**config.mk**
```make
export PLATFORM = sky130hd
export DESIGN_NAME = lefl_top
export DESIGN_NICKNAME = d
export VERILOG_FILES = /design/src/lefl_pkg.sv /design/src/lefl_led_drive.sv /design/src/lefl_top.sv
export SDC_FILE = /design/constraint.sdc
export NUM_CORES = 1
export LEC_CHECK = 0
export ABC_AREA = 1
export ABC_CLOCK_PERIOD_IN_PS = 3740
export BUFFER_PORTS_ARGS = -buffer_cell sky130_fd_sc_hd__buf_4
export CORE_MARGIN = 1
export CORE_UTILIZATION = 30
export DETAILED_ROUTE_END_ITERATION = 7
export SLEW_MARGIN = 25
export SYNTH_ARGS = -nofsm -noshare
export SYNTH_HDL_FRONTEND = slang
export SYNTH_HIERARCHICAL = 1
export SYNTH_SLANG_ARGS = --single-unit
```
**constraint.sdc**
```tcl
create_clock -name clk_i -period 3.74 [get_ports clk_i]
set_input_delay 1.122 -clock clk_i [delete_from_list [all_inputs] [get_ports clk_i]]
set_output_delay 1.122 -clock clk_i [all_outputs]
set_load 0.02 [all_outputs]
```
**src/lefl_pkg.sv**
```systemverilog
package lefl_pkg;
  // ==========================================================
  // Timing
  // ==========================================================
  localparam int unsigned CLK_HZ = 10_000_000;
  localparam int unsigned ENABLE_DELAY_S = 5;
  localparam int unsigned POWER_OFF_S = 30;
  localparam logic [31:0] ENABLE_DELAY_CYCLES = 32'(ENABLE_DELAY_S * CLK_HZ);
  localparam logic [31:0] POWER_OFF_CYCLES = 32'(POWER_OFF_S * CLK_HZ);
  localparam int unsigned TICKLE_MAX_NS = 3000;
  localparam logic [11:0] TICKLE_MAX_CYCLES = 12'((TICKLE_MAX_NS * (CLK_HZ / 1_000_000)) / 1000);
  localparam logic [11:0] LED_WINDOW_LAST = 12'hFFF;
  localparam logic [7:0] LED_DIM_LEVEL = 8'h10;

  // ==========================================================
  // Register map (byte addresses)
  // ==========================================================
  localparam logic [7:0] CTRL_OFFS = 8'h00;
  localparam logic [7:0] STATUS_OFFS = 8'h04;
  localparam logic [7:0] IRQ_STAT_OFFS = 8'h08;
  localparam logic [7:0] IRQ_CLR_OFFS = 8'h0C;
  localparam logic [7:0] IRQ_EN_OFFS = 8'h10;
  localparam int unsigned CTRL_OEM_BIT = 0;
  localparam logic CTRL_RESET = 1'b0;
  localparam logic [3:0] IRQ_EN_RESET = 4'h0;
  localparam int unsigned IRQ_NUM = 4;
  localparam int unsigned IRQ_FAULT_BIT = 0;
  localparam int unsigned IRQ_PWR_ON_BIT = 1;
  localparam int unsigned IRQ_PERMIT_BIT = 2;
  localparam int unsigned IRQ_DC_LOST_BIT = 3;

  // ==========================================================
  // Sequencer states
  // ==========================================================
  typedef enum logic [1:0] {
    LEFL_OFF = 2'b00,
    LEFL_DELAY = 2'b01,
    LEFL_READY = 2'b10
  } lefl_state_e;
endpackage : lefl_pkg

```
**src/lefl_led_drive.sv**
```systemverilog
`timescale 1ns/1ps
module lefl_led_drive
  import lefl_pkg::*;
(
  input wire logic clk_i,
  input wire logic resetn_i,
  input wire logic enable_i,
  input wire logic pwm_cmd_i,
  output logic [7:0] led_level_o
);
  typedef struct packed {
    logic [11:0] win_cnt;
    logic [11:0] high_cnt;
    logic [11:0] pulse_len;
    logic pulse_seen;
    logic long_seen;
    logic [7:0] level;
  } lefl_led_s;

  lefl_led_s cur_reg;
  lefl_led_s cur_next;

  // ==========================================================
  // Duty measurement over a fixed window
  // ==========================================================
  always_comb begin
    cur_next = cur_reg;
    cur_next.win_cnt = cur_reg.win_cnt + 12'h001;
    if (pwm_cmd_i) begin
      cur_next.high_cnt = cur_reg.high_cnt + 12'h001;
      cur_next.pulse_seen = 1'b1;
      if (cur_reg.pulse_len != 12'hFFF) begin
        cur_next.pulse_len = cur_reg.pulse_len + 12'h001;
      end
      if (cur_reg.pulse_len >= TICKLE_MAX_CYCLES) begin
        cur_next.long_seen = 1'b1;
      end
    end else begin
      cur_next.pulse_len = 12'h000;
    end
    if (cur_reg.win_cnt == LED_WINDOW_LAST) begin
      // Tickle only gives dim; real pulses scale with duty
      if (!enable_i || !cur_next.pulse_seen) begin
        cur_next.level = 8'h00;
      end else if (!cur_next.long_seen || cur_next.high_cnt[11:4] < LED_DIM_LEVEL) begin
        cur_next.level = LED_DIM_LEVEL;
      end else begin
        cur_next.level = cur_next.high_cnt[11:4];
      end
      cur_next.high_cnt = 12'h000;
      cur_next.pulse_seen = 1'b0;
      cur_next.long_seen = 1'b0;
    end
    if (!enable_i) begin
      cur_next.level = 8'h00;
    end
  end

  always_ff @(posedge clk_i or negedge resetn_i) begin
    if (!resetn_i) begin
      cur_reg <= '0;
    end else begin
      cur_reg <= cur_next;
    end
  end

  assign led_level_o = cur_reg.level;
endmodule : lefl_led_drive

```
**src/lefl_top.sv**
```systemverilog
`timescale 1ns/1ps
module lefl_top
  import lefl_pkg::*;
#(
  parameter logic [31:0] DELAY_CYCLES = ENABLE_DELAY_CYCLES,
  parameter logic [31:0] OFF_CYCLES = POWER_OFF_CYCLES
) (
  input wire logic clk_i,
  input wire logic resetn_i,
  input wire logic psel_i,
  input wire logic penable_i,
  input wire logic pwrite_i,
  input wire logic [7:0] paddr_i,
  input wire logic [31:0] pwdata_i,
  output logic [31:0] prdata_o,
  output logic pready_o,
  output logic pslverr_o,
  input wire logic dc_power_ok_i,
  input wire logic key_on_i,
  input wire logic remote_key_closed_i,
  input wire logic interlock_closed_i,
  input wire logic shutter_open_i,
  input wire logic over_temp_i,
  input wire logic coolant_ok_i,
  input wire logic hw_fault_i,
  input wire logic pwm_cmd_i,
  output logic power_ok_indicator_o,
  output logic lase_permit_o,
  output logic fault_shutdown_o,
  output logic [7:0] emission_level_o,
  output logic irq_o
);
  typedef struct packed {
    lefl_state_e state;
    logic [31:0] dly_cnt;
    logic [31:0] off_cnt;
    logic off_long;
    logic dc_q;
    logic armed;
    logic ot_lat;
    logic hw_lat;
    logic fo_lat;
    logic permit;
    logic lamp;
    logic fault_ok;
    logic oem;
    logic [IRQ_NUM-1:0] irq_stat;
    logic [IRQ_NUM-1:0] irq_en;
    logic irq;
    logic pready;
    logic pslverr;
    logic [31:0] prdata;
  } lefl_top_s;

  lefl_top_s cur_reg;
  lefl_top_s cur_next;

  logic key_closed;
  logic cycle_done;
  logic cool_ok;
  logic dc_rise;
  logic dc_fall;
  logic go_on;
  logic blocked;
  logic fault_now;
  logic bus_done;
  logic [IRQ_NUM-1:0] irq_evt;

  // ==========================================================
  // Address decode
  // ==========================================================
  function automatic logic addr_mapped(input logic [7:0] a);
    addr_mapped = (a == CTRL_OFFS) || (a == STATUS_OFFS) || (a == IRQ_STAT_OFFS) ||
                  (a == IRQ_CLR_OFFS) || (a == IRQ_EN_OFFS);
  endfunction : addr_mapped

  function automatic logic [31:0] read_mux(input lefl_top_s s, input logic [7:0] a);
    read_mux = 32'h0000_0000;
    case (a)
      CTRL_OFFS: read_mux[CTRL_OEM_BIT] = s.oem;
      STATUS_OFFS: read_mux[10:0] = {s.off_long, s.dc_q, s.armed, s.ot_lat, s.hw_lat,
                                     s.fo_lat, s.permit, (s.state != LEFL_OFF),
                                     s.state == LEFL_READY, s.state};
      IRQ_STAT_OFFS: read_mux[IRQ_NUM-1:0] = s.irq_stat;
      IRQ_EN_OFFS: read_mux[IRQ_NUM-1:0] = s.irq_en;
      default: read_mux = 32'h0000_0000;
    endcase
  endfunction : read_mux

  // ==========================================================
  // Sequencer and register file
  // ==========================================================
  always_comb begin
    cur_next = cur_reg;
    cur_next.dc_q = dc_power_ok_i;
    dc_rise = dc_power_ok_i && !cur_reg.dc_q;
    dc_fall = !dc_power_ok_i && cur_reg.dc_q;
    // OEM builds have no keyswitch; only the remote key counts
    key_closed = cur_reg.oem ? remote_key_closed_i : (key_on_i && remote_key_closed_i);
    cycle_done = cur_reg.armed && key_closed;
    cool_ok = coolant_ok_i && !over_temp_i;
    fault_now = 1'b0;
    go_on = 1'b0;
    irq_evt = '0;

    // Power-off interval timer
    if (!dc_power_ok_i) begin
      if (cur_reg.off_cnt >= OFF_CYCLES - 32'h0000_0001) begin
        cur_next.off_long = 1'b1;
      end else begin
        cur_next.off_cnt = cur_reg.off_cnt + 32'h0000_0001;
      end
    end else begin
      cur_next.off_cnt = 32'h0000_0000;
      cur_next.off_long = 1'b0;
    end

    // Key seen open arms a restart
    if (!key_closed) begin
      cur_next.armed = 1'b1;
    end
    // A key cycle made while still hot does not count
    if (cur_reg.ot_lat && !cool_ok) begin
      cur_next.armed = 1'b0;
    end

    // Clears first; sets below win in the same cycle
    if (dc_rise && cur_reg.off_long && cool_ok) begin
      cur_next.ot_lat = 1'b0;
      cur_next.hw_lat = 1'b0;
      cur_next.fo_lat = 1'b0;
    end
    if (cycle_done && cool_ok && dc_power_ok_i) begin
      cur_next.ot_lat = 1'b0;
      if (!cur_reg.oem) begin
        cur_next.hw_lat = 1'b0;
        cur_next.fo_lat = 1'b0;
      end
    end

    if (dc_power_ok_i && over_temp_i) begin
      cur_next.ot_lat = 1'b1;
      fault_now = 1'b1;
    end
    if (dc_power_ok_i && hw_fault_i) begin
      cur_next.hw_lat = 1'b1;
      fault_now = 1'b1;
    end
    if (cur_reg.state != LEFL_OFF && !interlock_closed_i) begin
      fault_now = 1'b1;
    end
    if (fault_now) begin
      cur_next.fo_lat = 1'b1;
    end

    // Latches as cleared this cycle, so a power-up release can turn on at once
    blocked = cur_next.ot_lat || cur_next.hw_lat;
    case (cur_reg.state)
      LEFL_OFF: begin
        if (dc_power_ok_i && interlock_closed_i && !blocked && !over_temp_i && !hw_fault_i) begin
          if (cur_reg.oem) begin
            go_on = dc_rise || cycle_done;
          end else begin
            go_on = cycle_done;
          end
        end
        if (go_on) begin
          cur_next.state = LEFL_DELAY;
          cur_next.dly_cnt = 32'h0000_0000;
          cur_next.armed = 1'b0;
          irq_evt[IRQ_PWR_ON_BIT] = 1'b1;
        end
      end
      LEFL_DELAY: begin
        if (cur_reg.dly_cnt >= DELAY_CYCLES - 32'h0000_0001) begin
          cur_next.state = LEFL_READY;
        end else begin
          cur_next.dly_cnt = cur_reg.dly_cnt + 32'h0000_0001;
        end
      end
      LEFL_READY: begin
        cur_next.state = LEFL_READY;
      end
      default: begin
        cur_next.state = LEFL_OFF;
      end
    endcase

    // Any shutdown drops back and needs a fresh cycle, except that an OEM build restarts on DC power-up
    if (!dc_power_ok_i || fault_now || (cur_reg.state != LEFL_OFF && !key_closed)) begin
      cur_next.state = LEFL_OFF;
      if (!dc_power_ok_i || fault_now) begin
        cur_next.armed = 1'b0;
      end
    end

    // Shutter is a gate only, never a fault
    cur_next.permit = (cur_next.state == LEFL_READY) && shutter_open_i;
    cur_next.lamp = (cur_next.state != LEFL_OFF);
    cur_next.fault_ok = !cur_next.fo_lat;
    irq_evt[IRQ_PERMIT_BIT] = cur_next.permit && !cur_reg.permit;
    irq_evt[IRQ_FAULT_BIT] = cur_next.fo_lat && !cur_reg.fo_lat;
    irq_evt[IRQ_DC_LOST_BIT] = dc_fall;

    // APB: one wait state, answer registered
    bus_done = psel_i && penable_i && cur_reg.pready;
    cur_next.pready = psel_i && penable_i && !cur_reg.pready;
    cur_next.pslverr = psel_i && penable_i && !cur_reg.pready && !addr_mapped(paddr_i);
    cur_next.prdata = 32'h0000_0000;
    if (psel_i && penable_i && !cur_reg.pready && !pwrite_i) begin
      cur_next.prdata = read_mux(cur_reg, paddr_i);
    end
    if (bus_done && pwrite_i) begin
      case (paddr_i)
        CTRL_OFFS: cur_next.oem = pwdata_i[CTRL_OEM_BIT];
        IRQ_CLR_OFFS: cur_next.irq_stat = cur_reg.irq_stat & ~pwdata_i[IRQ_NUM-1:0];
        IRQ_EN_OFFS: cur_next.irq_en = pwdata_i[IRQ_NUM-1:0];
        default: cur_next.irq_stat = cur_reg.irq_stat;
      endcase
    end
    // Event set wins over a same-cycle clear
    cur_next.irq_stat = cur_next.irq_stat | irq_evt;
    cur_next.irq = |(cur_next.irq_stat & cur_next.irq_en);
  end

  always_ff @(posedge clk_i or negedge resetn_i) begin
    if (!resetn_i) begin
      cur_reg <= '0;
      cur_reg.state <= LEFL_OFF;
      cur_reg.oem <= CTRL_RESET;
      cur_reg.irq_en <= IRQ_EN_RESET;
      cur_reg.fault_ok <= 1'b1;
    end else begin
      cur_reg <= cur_next;
    end
  end

  // ==========================================================
  // Emission lamp drive
  // ==========================================================
  lefl_led_drive u_led (
    .clk_i(clk_i),
    .resetn_i(resetn_i),
    .enable_i(cur_reg.permit),
    .pwm_cmd_i(pwm_cmd_i),
    .led_level_o(emission_level_o)
  );

  // ==========================================================
  // Outputs
  // ==========================================================
  assign power_ok_indicator_o = cur_reg.lamp;
  assign lase_permit_o = cur_reg.permit;
  assign fault_shutdown_o = cur_reg.fault_ok;
  assign irq_o = cur_reg.irq;
  assign prdata_o = cur_reg.prdata;
  assign pready_o = cur_reg.pready;
  assign pslverr_o = cur_reg.pslverr;
endmodule : lefl_top

```
# Yosys cells after proc, flatten, opt, wreduce, memory -nomap -nowiden
# Cells that the tools add are included.
totals:
  word_cells: 163
  inputBits: 54
  register_bits: 165
  output_inout_bits: 46
op_classes:
  mux: 47
  order_cmp: 4
  n_bitwise: 4
  addsub: 5
  n_eq_ne: 14
  n_reduce_logical: 63
op_table:
  columns: ["operator", "count"]
  rows:
  - ["adder 32 x 1 -> 32 bit, second input constant", 2]
  - ["two-way mux 32 bit", 2]
  - ["one-hot mux 32 bit (2 select lines)", 1]
  - ["two-way mux 12 bit", 4]
  - ["adder 12 x 1 -> 12 bit, second input constant", 3]
  - ["two-way mux 34 bit", 1]
  - ["two-way mux 33 bit", 1]
  - [">= comparator 32 x 26 -> 1 bit, second input constant", 1]
  - [">= comparator 32 x 29 -> 1 bit, second input constant", 1]
  - ["two-way mux 8 bit", 4]
  - ["logical AND 1 bit", 27]
  - ["two-way mux 1 bit", 20]
  - ["equality test 8 x 4 -> 1 bit, second input constant", 2]
  - ["logical NOT 1 bit", 16]
  - ["equality test 12 bit, second input constant", 1]
  - [">= comparator 12 x 5 -> 1 bit, second input constant", 1]
  - ["inequality test 12 bit, second input constant", 1]
  - ["two-way mux 11 bit", 1]
  - ["logical OR 1 bit", 10]
  - ["two-way mux 10 bit", 1]
  - ["nonzero test 2 bit", 5]
  - ["one-hot mux 3 bit (3 select lines)", 1]
  - ["AND 4 bit", 2]
  - ["equality test 8 x 3 -> 1 bit, second input constant", 1]
  - ["other kinds (19)", 28]

# Depth between registers and ports, before layout
# Gate-level depths: netlist (run 1).
logic_depth:
  depth_word: 24
  depth_mapped: 15
  mapped_depth_nobuf: 15

# Cells and area by module
# The synthesis (run 1) kept the hierarchy.
modules_own_cells:
  columns: ["mod", "area_each_um2", "cells_per_inst", "n_inst", "seq_area_each_um2"]
  rows:
  - ["lefl_top", 5791.8, 784, 1, 2453.6]
  - ["lefl_led_drive", 2449.8, 289, 1, 1151.1]

# Worst setup path after synthesis (run 1)
# Ideal clock, no wire load.
synth_path:
  path_kind: "input to register"
  from: "input dc_power_ok_i"
  to: "register cur_reg[88] (netlist name)"
  setup_slack_ns: 1.227
  required_time_ns: 3.609
  cell_stages: 11
  setup_ns: 0.131
  t_arrival_ns: 2.382
  path_buffers: 4
  path_cell_list: "clkbuf_2 -> clkbuf_1 -> nand2_1 -> nand2_1 -> inv_1 -> nand2_2 -> nand2_1 -> buf_4 -> buf_4 -> nand4_1 -> o21ai_0"
synth_rtl:
  columns: ["item", "line", "rtl"]
  rows:
  - ["start, declared", "lefl_top.sv:18", "input wire logic dc_power_ok_i,"]
  - ["end signal, assigned", "lefl_top.sv:234", "cur_reg <= cur_next;"]
  - ["end, declared", "lefl_top.sv:55", "lefl_top_s cur_reg;"]

# Worst setup path in the final report (run 1)
layout_path:
  from: "register cur_reg[53] (netlist name)"
  to: "register cur_reg[57] (netlist name)"
layout_between:
  elab_chain_cells: 3
  elab_cells_between_ends: 5
  classes_between: "1 x add/sub; 1 x order compare; 1 x eq/ne; 2 x mux"
layout_lines:
  columns: ["item", "line", "rtl"]
  rows:
  - ["adder 32 x 1 -> 32 bit", "lefl_top.sv:111", "cur_next.off_cnt = cur_reg.off_cnt + 32'h0000_0001;"]
  - ["two-way mux 32 bit", "lefl_top.sv:108", "if (cur_reg.off_cnt >= OFF_CYCLES - 32'h0000_0001) begin"]
  - ["two-way mux 33 bit", "lefl_top.sv:107", "if (!dc_power_ok_i) begin"]
# Parallel ways exist; a longest one is shown, timed or not. The select of a mux whose other input is x is not followed.
# A chain may end at the register's enable or synchronous reset.

==> summary.md, run 1 <==
| Metric | Value |
|---|---|
| PortBufs | 50 |
| Initial Utilization | 0.306 |
| CTS Sinks | 144 |
| Sequential area share after synthesis | 0.437 |
| H-Tree Depth | 4 |
| Core area | 27000 µm² |
| Crit start category | register |
| Antenna diodes | 0 |
| Reg2Reg Depth | 12 |
| Number of global-route vias before repair | 6645 |
| CP Max Fanout | 29 |
| Most common library cells after synthesis | nand2_1 (250), dfrtp_1 (143), nor2_1 (141) |
| Fmax | 0.364 GHz |
| GR Layer Usage met2 | 0.243 |
| Hold Crit Start | u_led/cur_reg[34]$_DFF_PN0_ |
| Post-synth EDFFs | 0 |
| Via Count | 6804 |
| Post-layout net count | 1165 |
| Grt met3 use | 0.0303 |
| Met1 Track Usage GR | 0.193 |
| Largest net degree at the start of global routing | 74 |
| DRC viols | 0 |
| Max incr delay on CP | 0.42 ns |
| Final ANT Viol Nets | 0 |
| Syn Inst Count | 1073 |
| CTS tree | built |
| Worst EP arrival | 3.03 ns |
| Die height | 168 µm |
| Final core occ | 0.346 |
| Site Rows | 60 |
| Post-CTS Setup Bufs | 0 |
| Fin crit period | 2.74 ns |
| R2R Path Start | cur_reg[53]$_DFFE_PN0P_ |
| Largest cells by area after synthesis | dfrtp_1 (43%), nand2_1 (11%), nor2_1 (6.4%) |
| Transition time of the tightest slew-check pin | 0.796 ns |
| Worst hold path class | reg -> reg |
| Pins over their slew limit | 0 |
| Worst Path Required | 4.03 ns |
| Outcome | finished clean |
| Share of layout cells above drive strength 1 | 0.118 |
| WL final | 19400 µm |
| Die area | 28100 µm² |
| GR peak layer | met2 |
| Flop-to-flop setup slack | 1.0 ns |
| Max reg flops | 81 |
| Clk slew on worst S/H paths | 0.06 ns |
| Max-cap violation count | 0 |
| Tcrit/Tclk final | 0.734 |
| Total GRT Usage | 0.147 |
| Lkg Pwr | 4.42 nW |
| # hold bufs at CTS | 0 |
| # IOs | 100 |
| WP buf/inv | 1 |
| Overflow after GRT | 0 |
| Slew margin rel. | 0.464 |
| DR iter-0 viols | 387 |
| Number of setup violations in the final report | 0 |
| Hold Violations, Final | 0 |
| Post-Syn Area | 8240 µm² |
| Syn_area_per_cell | 7.68 µm² |
| PD cells | 384 nW/µm² |
| Mean number of vias per cell | 4.66 |
| CTS root buffer | clkbuf_16 |
| Post-CTS Resized | 0 |
| CTS Buffer Depth | 2 |
| HPWL after DPL | 14200 µm |
| Initial antenna violation count | 0 |
| Peak supply drop | 324 µV |
| Unique cell type count in the Yosys netlist | 48 |
| Slowest-stage cell, CP | dfrtp_1 |
| GPL Wtd Cong | 0.921 |
| Die Width | 168 µm |
| Hold Crit Depth | 1 |
| RR Endpoint | cur_reg[57]$_DFFE_PN0P_ |
| Critical path's top delay family | simple AND/OR/NAND/NOR gates |
| WHS Endpoint | u_led/cur_reg[34]$_DFF_PN0_ |
| First-pass GRT wire length | 33000 µm |
| P&R area growth vs syn | 13.2% |
| Worst setup EP type | register |
| Total Neg Setup Slack | 0 ns |
| Post-synth top area share | 0.434 |
| Avg WL per Cell | 13.3 µm |
| Register bit total from synthesis | 144 |
| Count leader, synth | nand2_1 |
| RSZ-0062 raised after global routing | false |
| Critical path, cell by cell | ha_1 > nand3_1 > inv_1 > nand2_2 > o21ai_1 > nand3_1 > nand2_1 > nand3_4 > nand2_4 > nand2_2 > nand2_1 > o21ai_0 |
| Top_reg_cell synth | dfrtp_1 |
| 1st-pass router iterations | 7 |
| Asr flop ratio synth | 1.00 |
| Cts bufs inserted | 17 |
| Layout Skew | 0.0114 ns |
| Top cell type by total area after synthesis | dfrtp_1 |
| Crit Path Class | reg -> reg |
| Clock Latency Late Sink | 0.43 ns |
| Synth warnings | 6 |
[metrics by stage]
stage / hold slack (ns) / worst slack, ns / cell area [µm²] / cells / power (W)
2_1_floorplan: 0.415 / 1.23 / 8320 / 1093 / 0.00188
3_3_place_gp: 0.431 / 0.634 / 8760 / 1427 / 0.00196
3_5_place_dp: 0.444 / 0.658 / 8760 / 1427 / 0.00197
4_1_cts: 0.460 / 0.970 / 9330 / 1459 / 0.00364
5_1_grt: 0.480 / 0.616 / 9330 / 1459 / 0.00374
6_report: 0.456 / 0.995 / 9330 / 1459 / 0.00358
[cells by family (layout without fill, tap and decap cells)]
logic type,count (synthesis),count (layout),synth area share
other,1,21,0.000455
AO/OA/AOI/OAI,84,84,0.0565
multiplexers,1,1,0.00137
AND/OR/NAND/NOR,598,598,0.332
adder cells (fa/ha/maj),6,6,0.00911
XOR/XNOR,53,53,0.0563
flip-flops,144,144,0.437
buffers and inverters,186,211,0.107
[worst register-to-register path, stage by stage, from the launching register on]
cell	delay, ns
dfrtp_1	0.42
ha_1	0.29
nand3_1	0.24
inv_1	0.15
nand2_2	0.10
o21ai_1	0.14
nand3_1	0.08
nand2_1	0.11
nand3_4	0.14
nand2_4	0.28
nand2_2	0.41
nand2_1	0.15
o21ai_0	0.09
[power breakdown]
group / switching [W] / internal (W)
logic: 0.000184 / 0.0000943
clock network: 0.000734 / 0.000909
registers: 0.0000554 / 0.00160
total: 0.000973 / 0.00261
[placed cells by master (no fill, tap or decap), types with 7 or more instances in the layout]
| master | n |
|---|---|
| nand2_1 | 250 |
| dfrtp_1 | 143 |
| nor2_1 | 141 |
| inv_1 | 117 |
| nand3_1 | 80 |
| buf_4 | 55 |
| o21ai_0 | 45 |
| xor2_1 | 44 |
| nand4_1 | 41 |
| nor3_1 | 29 |
| conb_1 | 21 |
| clkbuf_16 | 17 |
| a21oi_1 | 16 |
| nand2_2 | 14 |
| nor4_1 | 13 |
| xnor2_1 | 9 |
| o21ai_1 | 8 |
| inv_6 | 7 |
[how the worst max path moves through the flow]
stage / slack [ns] / startpoint / cells past startpoint / to
2_1_floorplan: 1.23 / dc_power_ok_i / 11 / cur_reg[88]$_DFFE_PN0P_
3_3_place_gp: 0.63 / dc_power_ok_i / 11 / cur_reg[92]$_DFFE_PN0P_
3_5_place_dp: 0.66 / dc_power_ok_i / 11 / cur_reg[92]$_DFFE_PN0P_
4_1_cts: 0.97 / cur_reg[53]$_DFFE_PN0P_ / 11 / cur_reg[57]$_DFFE_PN0P_
5_1_grt: 0.62 / cur_reg[53]$_DFFE_PN0P_ / 11 / cur_reg[78]$_DFFE_PN0P_
6_report: 1.0 / cur_reg[53]$_DFFE_PN0P_ / 12 / cur_reg[57]$_DFFE_PN0P_
[layout make-up]
type                            instances  area (µm²)
Clock buffer                           19         453
Tap cell                              341         427
Fill cell                            2809       17600
Clock inverter                         13         116
Sequential cell                       144        3600
Timing Repair Buffer                   57         444
Multi-Input combinational cell        763        3830
Inverter                              122         458
[layer usage]
layer | vias to the layer above | part of all wire
met5 | - | 0
met4 | 0 | 0.016
met3 | 18 | 0.036
met2 | 135 | 0.46
met1 | 3191 | 0.48
li1 | 3460 | -
No activity file was read; power rests on OpenSTA's default activity.
==> run 2: changes to the inputs <==
- ABC_CLOCK_PERIOD_IN_PS: 3740 -> 2300
- clock period: 3.74 -> 2.3 ns (I/O delays scaled with it)
==> run 2 against run 1 <==
Via count up 2.8%. Count of clock-buffer cells in the layout unchanged. Largest cell class unchanged. Sequential power grew 63%. Maximum frequency grew 33%. Highest routed layer unchanged. Largest power group is now clock. Cell area is 3.7% higher. Clock power is 77% higher.
==> summary.md, run 2 (synthesis gave the netlist of run 1 again) <==
| Metric | Value |
|---|---|
| Final instance area | 9670 µm² (was 9330 µm²) |
| Fin crit period | 2.06 ns (was 2.74 ns) |
| Overflow after GRT | 0 (unchanged) |
| CTS root buffer | clkbuf_16 (unchanged) |
| Number of setup violations in the final report | 0 (unchanged) |
| Slew margin rel. | 0.633 (was 0.464) |
| Clk slew on worst S/H paths | 0.06 ns (about the same) |
| HPWL after DPL | 14900 µm (was 14200 µm) |
| Die area | 28100 µm² (unchanged) |
| H-Tree Depth | 4 (unchanged) |
| DRC viols | 0 (unchanged) |
| Critical path, cell by cell | ha_2 > nand3_1 > inv_1 > nand2_2 > o21ai_1 > nand3_1 > nand2_1 > nand3_4 > nand2_4 > nand2_2 > buf_12 > o21ai_0 (was ha_1 > nand3_1 > inv_1 > nand2_2 > o21ai_1 > nand3_1 > nand2_1 > nand3_4 > nand2_4 > nand2_2 > nand2_1 > o21ai_0) |
| Worst setup EP type | register (unchanged) |
| Avg WL per Cell | 13.8 µm (was 13.3 µm) |
| Post-CTS Setup Bufs | 0 (unchanged) |
| Antenna diodes | 0 (unchanged) |
| RSZ-0062 raised after global routing | false (unchanged) |
| Flop-to-flop setup slack | 0.24 ns (was 1.0 ns) |
| Peak supply drop | 460 µV (was 324 µV) |
| Commonest non-fill, non-tap cell in the layout | nand2_1 (unchanged) |
| Via Count | 6996 (was 6804) |
| P&R area growth vs syn | 17.4% (was 13.2%) |
| Outcome | finished clean (unchanged) |
| Layout Skew | 0.0129 ns (was 0.0114 ns) |
| 1st-pass router iterations | 5 (was 7) |
| Worst Path Required | 2.64 ns (was 4.03 ns) |
| Crit start category | register (unchanged) |
| Final ANT Viol Nets | 0 (unchanged) |
| Net Switching | 0.00153 W (was 0.000973 W) |
| Comb power frac | 0.078 (about the same) |
| Lkg Pwr | 4.60 nW (was 4.42 nW) |
| DP Cell Count | 1456 (was 1427) |
| Mean number of vias per cell | 4.70 (was 4.66) |
| Die height | 168 µm (unchanged) |
| Clock Latency Late Sink | 0.43 ns (about the same) |
| WL final | 20500 µm (was 19400 µm) |
| CP Max Fanout | 24 (was 29) |
| CTS tree | built (unchanged) |
| First-pass GRT wire length | 34400 µm (was 33000 µm) |
| Max incr delay on CP | 0.42 ns (about the same) |
| Tcrit/Tclk final | 0.897 (was 0.734) |
| CTS Sinks | 144 (unchanged) |
| Switching portion of total power | 0.253 (was 0.272) |
| Crit Path Class | reg -> reg (unchanged) |
| Number of global-route vias before repair | 6901 (was 6645) |
| Hold Violations, Final | 0 (unchanged) |
| Slowest-stage cell, CP | dfrtp_1 (unchanged) |
| Sequential power share | 0.445 (was 0.463) |
| CTS Buffer Depth | 2 (unchanged) |
| Largest net degree at the start of global routing | 52 (was 74) |
| Total GRT Usage | 0.154 (was 0.147) |
| Initial antenna violation count | 0 (unchanged) |
| Worst hold path class | in -> async (was reg -> reg) |
| Share of layout cells above drive strength 1 | 0.142 (was 0.118) |
| PD cells | 628 nW/µm² (was 384 nW/µm²) |
| Pins over their slew limit | 0 (unchanged) |
| Total Neg Setup Slack | 0 ns (unchanged) |
| Non-filler cells, final | 1488 (was 1459) |
| Max-cap violation count | 0 (unchanged) |
| Initial Utilization | 0.306 (unchanged) |
| Worst EP arrival | 2.40 ns (was 3.03 ns) |
| DR iter-0 viols | 429 (was 387) |
| Post-DP Area | 9030 µm² (was 8760 µm²) |
| WP buf/inv | 2 (was 1) |
| Max reg flops | 81 (unchanged) |
| Critical path's top delay family | simple AND/OR/NAND/NOR gates (unchanged) |
| Cts bufs inserted | 17 (unchanged) |
| Site Rows | 60 (unchanged) |
| Transition time of the tightest slew-check pin | 0.550 ns (was 0.796 ns) |
| Most frequent cells in the layout | nand2_1 (249), dfrtp_1 (143), nor2_1 (141) (was nand2_1 (250), dfrtp_1 (143), nor2_1 (141)) |
| GPL Wtd Cong | 0.867 (was 0.921) |
| Clock power frac | 0.477 (was 0.459) |
| Min Hold Slack | 0.233 ns (was 0.456 ns) |
| Fmax | 0.485 GHz (was 0.364 GHz) |
| PnR Total Power | 0.00607 W (was 0.00358 W) |
| Die Width | 168 µm (unchanged) |
| Internal | 0.00454 W (was 0.00261 W) |
| PortBufs | 50 (unchanged) |
| # IOs | 100 (unchanged) |
| Core area | 27000 µm² (unchanged) |
| Post-layout net count | 1195 (was 1165) |
-- run 2: through the flow --
stage	utilization	setup WS, ns
after global routing	0.359	0.0322
after floorplan	-	0.219
after global placement	0.335	-0.0364
after CTS	0.358	0.171
after detailed placement	0.335	-0.0610
final	0.359	0.237
-- run 2: final timing paths --
check | start | endpoint | cells after the start
worst max-delay path | cur_reg[53]$_DFFE_PN0P_ | cur_reg[78]$_DFFE_PN0P_ | 12
worst min-delay path | resetn_i | u_led/cur_reg[36]$_DFF_PN0_ | 1
worst max register to register | cur_reg[53]$_DFFE_PN0P_ | cur_reg[78]$_DFFE_PN0P_ | 12
worst min register to register | u_led/cur_reg[34]$_DFF_PN0_ | u_led/cur_reg[34]$_DFF_PN0_ | 1
max in group asynchronous | resetn_i | cur_reg[102]$_DFFE_PN0P_ | 2
min in group clk_i | u_led/cur_reg[34]$_DFF_PN0_ | u_led/cur_reg[34]$_DFF_PN0_ | 1
-- run 2: power groups by stage --
stage | registers [W] | logic (W) | clock network (W)
4_1_cts | 0.00270 | 0.000477 | 0.00298
3_5_place_dp | 0.00275 | 0.000476 | 0
2_1_floorplan | 0.00273 | 0.000324 | 0
5_1_grt | 0.00272 | 0.000537 | 0.00307
6_report | 0.00270 | 0.000471 | 0.00290
3_3_place_gp | 0.00274 | 0.000469 | 0
-- run 2: what timing repair did --
| item | in CTS | in global routing |
|---|---|---|
| hold buffers | 0 | 0 |
| resized for setup | 0 | 2 |
| setup endpoints to repair | 0 | 2 |
-- run 2: worst register-to-register path: stages (launching register included) --
cell and delay, ns:
dfrtp_1 0.42, ha_2 0.26, nand3_1 0.12, inv_1 0.12, nand2_2 0.10, o21ai_1 0.16, nand3_1 0.08, nand2_1 0.11
nand3_4 0.09, nand2_4 0.09, nand2_2 0.07, buf_12 0.17, o21ai_0 0.19
-- run 2: layout make-up --
type | count | area, µm²
clock buffer | 19 | 453
multi-input combinational | 763 | 3830
timing repair buffer | 87 | 737
tap | 341 | 427
inverter | 122 | 458
fill | 2815 | 17300
sequential | 144 | 3600
clock inverter | 12 | 160
-- run 2: per-layer routing --
layer  vias to the layer above  global-route usage  part of all wire
met1                      3325               0.204              0.48
met4                         0              0.0582             0.017
li1                       3516                   -                 -
met3                        21              0.0307             0.033
met5                         -                   0                 0
met2                       134               0.249              0.47
